### src/scr_consts.vh
// Register offsets, field positions and fixed values of the switch capability bank
`ifndef SCR_CONSTS_VH
`define SCR_CONSTS_VH
`define SCR_OFF_PORT_INFO      24'h000014
`define SCR_OFF_SRC_OPS        24'h000018
`define SCR_OFF_MCAST_SUP      24'h000030
`define SCR_OFF_RTE_LIMIT      24'h000034
`define SCR_OFF_MCAST_INFO     24'h000038
`define SCR_OFF_HOST_BASE_ID   24'h000068
`define SCR_OFF_COMP_TAG       24'h00006c
`define SCR_OFF_DESTID_SEL     24'h000070
`define SCR_OFF_PORT_SEL       24'h000074
`define SCR_OFF_DEFAULT_PORT   24'h000078
`define SCR_I2C_PORT_ID        8'hfe
`define SCR_PORT_TOTAL_16      8'h10
`define SCR_PORT_TOTAL_12      8'h0b
`define SCR_PORT_TOTAL_8       8'h08
`define SCR_SRC_OPS_VALUE      32'h00000004
`define SCR_MCAST_SUP_VALUE    32'h00000000
`define SCR_RTE_LIMIT_VALUE    32'h000000ff
`define SCR_GROUP_MASK_COUNT   16'h000a
`define SCR_IDS_PER_MASK       14'h00ff
`define SCR_HOST_ID_RESET      16'hffff
`define SCR_COMP_TAG_RESET     32'h00000000
`define SCR_SEL_EXT_EN_BIT     31
`define SCR_SEL_RW_MASK        32'h800fffff
`endif

### src/scr_regs.v
// Switch capability and route configuration register bank
`timescale 1ns/10ps
`default_nettype none
`include "scr_consts.vh"

// Functional notes
// - Packet-port read returns arriving port number in port info low byte.
// - I2C read of port info returns 0xFE as port byte.
// - Port info bits 15:8 report total configurable ports: 0x10, 0x0B or 0x08.
// - Source ops word reads bit 2 as one: port-write origination.
// - All other source op abilities read zero.
// - Multicast support bit 31 reads zero.
// - Route limit word low 16 bits read 0xFF.
// - Multicast info: 0x000A masks in 15:0, 0x00FF ids per mask in 29:16.
// - Multicast info bits 30 and 31 read zero.
// - Host base ID is 16-bit read/write, resets 0xFFFF, upper bits reserved.
// - Component tag is 32-bit read/write, resets zero.
// - Selector bits 7:0 pick route entry; bit 31 extended configuration enable.
// - Selector bits 15:8 give high destination byte for large transport.
// - Selector bits 19:16 choose the routing table of one port.
// - Port select holds four egress bytes for id, id+1, id+2, id+3.
// - Default output port is 8-bit read/write, resets zero.
module scr_regs #(
	parameter [7:0] PORT_TOTAL = `SCR_PORT_TOTAL_16
) (
	// Clock and reset
	input  wire        clk,
	input  wire        rst_n,
	// Maintenance access
	input  wire        acc_valid,
	input  wire        acc_write,
	input  wire        acc_from_i2c,
	input  wire [7:0]  acc_port,
	input  wire [23:0] acc_addr,
	input  wire [31:0] acc_wdata,
	output reg         acc_ack,
	output reg  [31:0] acc_rdata,
	// Route table update
	output reg         rte_wr,
	output reg  [3:0]  rte_table,
	output reg  [15:0] rte_destid,
	output reg  [31:0] rte_ports,
	output reg         rte_ext_en,
	// Steering outputs
	output reg  [15:0] initializer_base_id,
	output reg  [7:0]  default_port
);

	// Stored register contents
	reg  [31:0] comp_tag_reg;
	reg  [31:0] destid_sel_reg;
	wire [31:0] port_sel_reg;
	reg  [31:0] rdata_next;

	// Selector fields
	wire [7:0]  route_entry_selector;
	wire [7:0]  wide_selector_high_byte;
	wire [3:0]  table_select;
	wire        ext_cfg_enable;

	// Access qualifiers
	wire [7:0]  port_id;
	wire        wr;
	wire        rd;

	// Offset decode, one flag per mapped word
	wire        hit_port_info;
	wire        hit_src_ops;
	wire        hit_mcast_sup;
	wire        hit_rte_limit;
	wire        hit_mcast_info;
	wire        hit_host_id;
	wire        hit_comp_tag;
	wire        hit_destid_sel;
	wire        hit_port_sel;
	wire        hit_default_port;

	// Write strobes for the writable words
	wire        wr_host_id;
	wire        wr_comp_tag;
	wire        wr_destid_sel;
	wire        wr_port_sel;
	wire        wr_default_port;

	// Read images of the fixed and narrow words
	wire [31:0] port_info_word;
	wire [31:0] src_ops_word;
	wire [31:0] mcast_sup_word;
	wire [31:0] rte_limit_word;
	wire [31:0] mcast_info_word;
	wire [31:0] host_id_word;
	wire [31:0] default_port_word;

	// Selector fields
	assign route_entry_selector    = destid_sel_reg[7:0];
	assign wide_selector_high_byte = destid_sel_reg[15:8];
	assign table_select            = destid_sel_reg[19:16];
	assign ext_cfg_enable = destid_sel_reg[`SCR_SEL_EXT_EN_BIT];

	// Port byte is taken live at the request edge
	assign port_id = acc_from_i2c ? `SCR_I2C_PORT_ID : acc_port;
	assign wr      = acc_valid & acc_write;
	assign rd      = acc_valid & ~acc_write;

	// Exact match on the full offset, so no word has an alias
	assign hit_port_info    = (acc_addr == `SCR_OFF_PORT_INFO);
	assign hit_src_ops      = (acc_addr == `SCR_OFF_SRC_OPS);
	assign hit_mcast_sup    = (acc_addr == `SCR_OFF_MCAST_SUP);
	assign hit_rte_limit    = (acc_addr == `SCR_OFF_RTE_LIMIT);
	assign hit_mcast_info   = (acc_addr == `SCR_OFF_MCAST_INFO);
	assign hit_host_id      = (acc_addr == `SCR_OFF_HOST_BASE_ID);
	assign hit_comp_tag     = (acc_addr == `SCR_OFF_COMP_TAG);
	assign hit_destid_sel   = (acc_addr == `SCR_OFF_DESTID_SEL);
	assign hit_port_sel     = (acc_addr == `SCR_OFF_PORT_SEL);
	assign hit_default_port = (acc_addr == `SCR_OFF_DEFAULT_PORT);

	// Capability words have no strobe: writes to them vanish
	assign wr_host_id      = wr & hit_host_id;
	assign wr_comp_tag     = wr & hit_comp_tag;
	assign wr_destid_sel   = wr & hit_destid_sel;
	assign wr_port_sel     = wr & hit_port_sel;
	assign wr_default_port = wr & hit_default_port;

	// Fixed words, reserved bits tied to zero
	assign port_info_word  = {16'h0000, PORT_TOTAL, port_id};
	assign src_ops_word    = `SCR_SRC_OPS_VALUE;
	assign mcast_sup_word  = `SCR_MCAST_SUP_VALUE;
	assign rte_limit_word  = `SCR_RTE_LIMIT_VALUE;
	assign mcast_info_word = {2'b00, `SCR_IDS_PER_MASK,
		`SCR_GROUP_MASK_COUNT};
	assign host_id_word      = {16'h0000, initializer_base_id};
	assign default_port_word = {24'h000000, default_port};

	// One byte lane per route entry: id, id+1, id+2, id+3
	genvar lane;
	generate
		for (lane = 0; lane < 4; lane = lane + 1) begin : g_egress
			reg [7:0] route_egress_reg;

			always @(posedge clk or negedge rst_n) begin
				if (!rst_n) begin
					route_egress_reg <= 8'h00;
				end else if (wr_port_sel) begin
					route_egress_reg <= acc_wdata[lane*8 +: 8];
				end
			end

			assign port_sel_reg[lane*8 +: 8] = route_egress_reg;
		end
	endgenerate

	// Read mux; unmapped offsets read zero
	always @* begin
		rdata_next = 32'h00000000;
		case (acc_addr)
		`SCR_OFF_PORT_INFO: begin
			rdata_next = port_info_word;
		end
		`SCR_OFF_SRC_OPS: begin
			rdata_next = src_ops_word;
		end
		`SCR_OFF_MCAST_SUP: begin
			rdata_next = mcast_sup_word;
		end
		`SCR_OFF_RTE_LIMIT: begin
			rdata_next = rte_limit_word;
		end
		`SCR_OFF_MCAST_INFO: begin
			rdata_next = mcast_info_word;
		end
		`SCR_OFF_HOST_BASE_ID: begin
			rdata_next = host_id_word;
		end
		`SCR_OFF_COMP_TAG: begin
			rdata_next = comp_tag_reg;
		end
		`SCR_OFF_DESTID_SEL: begin
			rdata_next = destid_sel_reg;
		end
		`SCR_OFF_PORT_SEL: begin
			rdata_next = port_sel_reg;
		end
		`SCR_OFF_DEFAULT_PORT: begin
			rdata_next = default_port_word;
		end
		default: begin
			rdata_next = 32'h00000000;
		end
		endcase
	end

	// Every request is answered exactly one cycle later
	always @(posedge clk or negedge rst_n) begin
		if (!rst_n) begin
			acc_ack <= 1'b0;
		end else begin
			acc_ack <= acc_valid;
		end
	end

	// Read data holds until the next read
	always @(posedge clk or negedge rst_n) begin
		if (!rst_n) begin
			acc_rdata <= 32'h00000000;
		end else if (rd) begin
			acc_rdata <= rdata_next;
		end
	end

	// Plain storage: no lock handshake is modelled
	always @(posedge clk or negedge rst_n) begin
		if (!rst_n) begin
			initializer_base_id <= `SCR_HOST_ID_RESET;
		end else if (wr_host_id) begin
			initializer_base_id <= acc_wdata[15:0];
		end
	end

	always @(posedge clk or negedge rst_n) begin
		if (!rst_n) begin
			comp_tag_reg <= `SCR_COMP_TAG_RESET;
		end else if (wr_comp_tag) begin
			comp_tag_reg <= acc_wdata;
		end
	end

	// Bits 30:20 are reserved and masked off
	always @(posedge clk or negedge rst_n) begin
		if (!rst_n) begin
			destid_sel_reg <= 32'h00000000;
		end else if (wr_destid_sel) begin
			destid_sel_reg <= acc_wdata & `SCR_SEL_RW_MASK;
		end
	end

	always @(posedge clk or negedge rst_n) begin
		if (!rst_n) begin
			default_port <= 8'h00;
		end else if (wr_default_port) begin
			default_port <= acc_wdata[7:0];
		end
	end

	// Route update strobe, one cycle per port-select write
	always @(posedge clk or negedge rst_n) begin
		if (!rst_n) begin
			rte_wr <= 1'b0;
		end else begin
			rte_wr <= wr_port_sel;
		end
	end

	// Update qualifiers hold until the next port-select write
	always @(posedge clk or negedge rst_n) begin
		if (!rst_n) begin
			rte_table <= 4'h0;
		end else if (wr_port_sel) begin
			rte_table <= table_select;
		end
	end

	always @(posedge clk or negedge rst_n) begin
		if (!rst_n) begin
			rte_destid <= 16'h0000;
		end else if (wr_port_sel) begin
			rte_destid <= {wide_selector_high_byte,
				route_entry_selector};
		end
	end

	// Four consecutive entries carried by one write
	always @(posedge clk or negedge rst_n) begin
		if (!rst_n) begin
			rte_ports <= 32'h00000000;
		end else if (wr_port_sel) begin
			rte_ports <= acc_wdata;
		end
	end

	always @(posedge clk or negedge rst_n) begin
		if (!rst_n) begin
			rte_ext_en <= 1'b0;
		end else if (wr_port_sel) begin
			rte_ext_en <= ext_cfg_enable;
		end
	end

endmodule // scr_regs
`default_nettype wire

### config.mk
export PLATFORM = sky130hd
export DESIGN_NAME = scr_regs
export DESIGN_NICKNAME = d
export VERILOG_FILES = /design/src/scr_regs.v
export VERILOG_INCLUDE_DIRS = /design/src
export SDC_FILE = /design/constraint.sdc
export NUM_CORES = 1
export LEC_CHECK = 0
export BUFFER_PORTS_ARGS = -buffer_cell sky130_fd_sc_hd__buf_2
export CORE_ASPECT_RATIO = 1.2
export CORE_MARGIN = 5
export CORE_UTILIZATION = 45
export CTS_CLUSTER_SIZE = 16
export DETAILED_ROUTE_END_ITERATION = 10
export PLACE_DENSITY = 0.69
export SLEW_MARGIN = 10
export SYNTH_ARGS = -nofsm -noshare
export SYNTH_HDL_FRONTEND = slang
export SYNTH_SLANG_ARGS = --single-unit
### constraint.sdc
create_clock -name clk -period 1.64 [get_ports clk]
set_input_delay 0.082 -clock clk [delete_from_list [all_inputs] [get_ports clk]]
set_output_delay 0.082 -clock clk [all_outputs]
set_load 0.01 [all_outputs]
Word level (Yosys, flattened, before mapping)
Index checks and enable logic that the tools add are counted.
{"block": "totals", "register_bits": 196, "input_bits": 69, "out_inout_bits": 111, "word_cells": 34}
{"block": "classes", "eq_ne": 9, "muxes": 2, "bitwise_logic": 8}
{"cell": "32-bit case mux with 9 select lines", "count": 1}
{"cell": "24-bit by 7-bit == test with 1-bit output, second input constant", "count": 5}
{"cell": "24-bit by 5-bit == test with 1-bit output, second input constant", "count": 2}
{"cell": "24-bit by 6-bit == test with 1-bit output, second input constant", "count": 2}
{"cell": "8-bit two-way mux", "count": 1}
{"cell": "1-bit AND", "count": 7}
{"cell": "1-bit NOT", "count": 1}

Logic depth before layout (Yosys ltp)
{"block": "logic_depth", "ltp_word": 2, "mapped_depth": 10, "ltp_nobuf": 5}

Worst setup path after synthesis
Ideal clock, no wire load.
{"block": "synth_path", "kind": "input -> register", "startpoint": "input acc_addr[10]", "endpoint": "register g_egress[0].route_egress_reg[1]", "setup_time_ns": 0.127, "arrival_ns": 1.880, "t_required_ns": 1.513, "slack_ns": -0.367, "cell_stages": 5, "path_buffers": 1, "path_cell_list": "nor4_1 -> nand4_2 -> nor4_4 -> buf_6 -> mux2_1"}
{"block": "synth_between", "elab_chain_cells": 2}
{"item": "from (decl)", "line": "scr_regs.v:34", "text": "input wire [23:0] acc_addr,"}
{"item": "24-bit by 7-bit == test with 1-bit output"}
{"item": "1-bit AND", "line": "scr_regs.v:121", "text": "assign wr_port_sel = wr & hit_port_sel;"}
{"item": "to (signal assigned)", "line": "scr_regs.v:144", "text": "route_egress_reg <= acc_wdata[lane*8 +: 8];"}
{"item": "to (decl)", "line": "scr_regs.v:138", "text": "reg [7:0] route_egress_reg;"}
Every way passes these cells.
A chain may end at the register's enable or synchronous reset.

Final worst setup path
{"block": "layout_path", "startpoint": "input acc_addr[7]", "endpoint": "register initializer_base_id[12]"}
{"block": "layout_between", "elab_chain_cells": 2}
{"item": "24-bit by 7-bit == test with 1-bit output"}
{"item": "1-bit AND", "line": "scr_regs.v:118", "text": "assign wr_host_id = wr & hit_host_id;"}
{"item": "to (signal assigned)", "line": "scr_regs.v:213", "text": "initializer_base_id <= `SCR_HOST_ID_RESET;"}
{"item": "to (signal assigned)", "line": "scr_regs.v:215", "text": "initializer_base_id <= acc_wdata[15:0];"}
{"item": "to (decl)", "line": "scr_regs.v:45", "text": "output reg [15:0] initializer_base_id,"}
Every way passes these cells.

==> reports/results.txt <==
# H-tree levels: 4
Area grow syn2layout: 39.7%
Hold WC Path Type: in2reg
Cell Rows: 50
Total clock sinks: 164
Avg Vias per Cell: 5.51
Outcome: finished with violations
RSZ-0062 raised after global routing: false
Die extent in y: 149 um
Slew Viols, Final: 0
Total count of hold-check failures in the final report: 0
# IOs: 180
Root buffer cell: clkbuf_16
Router iterations before antenna repair: 5
Most common cell in the netlist: dfrtp_1
Period utilisation layout: 101%
Via count of the first global-routing pass: 6312
RR Endpoint: acc_rdata[2]
Multi-input logic area: 3170 sq um
Worst endpoint data arrival time: 1.99 ns
Final Util: 64.2%
Fin nets: 888
DP Wirelength: 15400 um
Worst Skew: 0.00931 ns
Syn Inst Count: 551
ANT cells: 0
Post-synth EDFFs: 0
Leakage power total: 0.00505 uW
Initial antenna violation count: 0
Worst-Skew Late Latency: 0.43 ns
Worst-path clk slew: 0.06 ns
Yosys top cell area share: 51.3%
Final Critical Period: 1.65 ns
Port Buffers: 179
Final setup margin: -0.00942 ns
Peak supply drop: 0.619 mV
Storage cell area: 4120 sq um
Post-Syn Nets: 620
Max clock buf depth: 2
Post-synthesis sequential area ratio: 57.1%
FILL cells: 1212
Post-Syn Area: 7220 sq um
Worst Max-Slew Pin Slew: 0.385 ns
Cts bufs inserted: 17
FF+latch count, synth: 164
# Max-Cap Violations: 0
Setup bufs post-CTS: 0
Post-synth ARST share: 100%
Hold Path Depth: 5
Antenna Violating Nets Remaining: 0
Crit path capture type: register
Slew HR: 73.7%
Crit Path Category: in2reg
Core footprint: 15700 sq um
GRT Resource Usage Total: 23.2%
Top cells by area, synth: dfrtp_1 51%, mux2_2 12%, mux2_1 7.6%, dfstp_2 5.8%, o21ai_0 2.6%
Setup violations, final: 4
Fmax: 606 MHz
Routed via count: 5730
Die Footprint: 18700 sq um
Synth cell count leaders: 148 x dfrtp_1, 80 x mux2_2, 49 x mux2_1
Crit path max fanout: 13
Wire per inst: 20.3 um
First-pass GRT wire length: 34100 um
Synth Flop Type: dfrtp_1
Die X: 126 um
Final wirelength: 21200 um
Worst flop-to-flop path startpoint: default_port[2]
Avg Cell Area, Syn: 13.1 sq um
# DRC: 0
Worst EP required: 1.99 ns
Cells along the critical path: buf_2 -> nor4bb_2 -> buf_4 -> and3_1 -> and2_4 -> nor2b_2 -> buf_12 -> mux2_2
Worst path max stage delay: 0.35 ns
Starting DRT DRC Count: 441
Synth warn: 0
Failing checks: negative setup slack
Pre-CTS setup slack: -0.433 ns
Largest net degree at the start of global routing: 56
Endpoint, Worst Hold: acc_rdata[5]
Share of layout cells above drive strength 1: 51.1%
Final Wtd Congestion: 0.891
Hold_sp: acc_port[5]
Post-synth cell types: 52
GRT Residual Overflow: 0
CP Launch Type: input pin
P per Cell Area: 846 nW/um^2
Initial Util: 46.0%
Slowest-stage cell, CP: nor4bb_2
Area leader, netlist: dfrtp_1
Setup slack on the worst flop-to-flop path: 0.18 ns
Worst-case reg-to-reg path depth: 5
TritonCTS clock tree: yes
-- worst max path at each step --
| stage | slack [ns] | depth (start not counted) | endpoint | start |
|---|---|---|---|---|
| 6_report | -0.009 | 8 | initializer_base_id[12] | acc_addr[7] |
| 5_1_grt | 0.0003 | 8 | initializer_base_id[9] | acc_addr[7] |
| 4_1_cts | 0.02 | 8 | initializer_base_id[9] | acc_addr[7] |
| 3_5_place_dp | -0.43 | 8 | initializer_base_id[9] | acc_addr[7] |
| 3_3_place_gp | -0.42 | 8 | initializer_base_id[9] | acc_addr[7] |
| 2_1_floorplan | -0.24 | 10 | comp_tag_reg[10] | acc_addr[4] |
-- critical path: cells and delay by family --
family,cells,cell delay (ns)
buffers and inverters,3,0.52
muxes,1,0.35
and+or+nand+nor,4,1.04
-- where the power goes --
| part | switching (uW) | internal [uW] |
|---|---|---|
| logic | 264 | 198 |
| clock network | 1680 | 2340 |
| registers | 0.195 | 4050 |
| total | 1940 | 6590 |
-- cells by family after synthesis --
family | count (synthesis) | synth area share, %
mux | 130 | 20.3
simple gates | 100 | 8.27
compound gates | 116 | 11.1
buf+inv | 40 | 3.05
flops | 164 | 57.1
xor+xnor | 1 | 0.121
-- cells in the final DEF, fill, tap and decap left out, types with 2 or more instances in the layout --
| cell | instances |
|---|---|
| a2111oi_0 | 4 |
| a21oi_1 | 13 |
| a221oi_1 | 17 |
| a222oi_1 | 2 |
| a22o_1 | 10 |
| a22oi_1 | 12 |
| a32oi_1 | 4 |
| and2_1 | 3 |
| and2_4 | 2 |
| and3b_1 | 4 |
| buf_12 | 9 |
| buf_2 | 178 |
| buf_4 | 66 |
| bufinv_16 | 2 |
| clkbuf_16 | 17 |
| clkbuf_8 | 2 |
| clkinv_4 | 3 |
| clkinvlp_4 | 4 |
| dfrtp_1 | 148 |
| dfstp_2 | 16 |
| dlygate4sd3_1 | 34 |
| inv_6 | 3 |
| mux2_1 | 27 |
| mux2_2 | 51 |
| mux2_4 | 51 |
| nand2_1 | 40 |
| nand3_1 | 16 |
| nor2_1 | 4 |
| nor2b_1 | 3 |
| nor3_1 | 3 |
| nor4_1 | 2 |
| nor4_4 | 7 |
| o211ai_1 | 6 |
| o21a_1 | 2 |
| o21ai_0 | 35 |
| o21ai_1 | 2 |
| o221a_2 | 2 |
| o2bb2ai_1 | 2 |
-- metrics by stage --
step	setup TNS, ns	hold slack (ns)	cells	total power (uW)	cell area, sq um
6_report	-0.0196	0.107	1040	8530	10100
5_1_grt	0	0.125	1040	8810	10100
4_1_cts	0	0.0795	1040	8600	10100
3_5_place_dp	-39.27	0.0126	974	4520	9140
3_3_place_gp	-33.09	0.00799	974	4510	9140
2_1_floorplan	-23.50	-0.214	551	4210	7530
-- layer usage --
metal / global-route usage [%] / share of wire, %
met5: 0 / 0
met4: 8.41 / 2.0
met3: 5.46 / 5.4
met2: 41.2 / 53
met1: 27.4 / 40
-- timing repair --
item | in CTS | in global routing
hold endpoints to repair | 242 | 0
hold buffers | 34 | 0
resized for setup | 0 | 1
endpoints found under the setup margin | 0 | 1
-- final cells by class --
cell class | instances | share of cell area [%]
sequential | 164 | 40.9
clock inverter | 13 | 1.46
clock buffer | 19 | 4.49
multi-input combinational | 347 | 31.5
inverter | 1 | 0.0372
tap | 208 | 2.58
timing repair buffer | 288 | 19.0
Note: power is estimated with default switching activity, not from simulation.
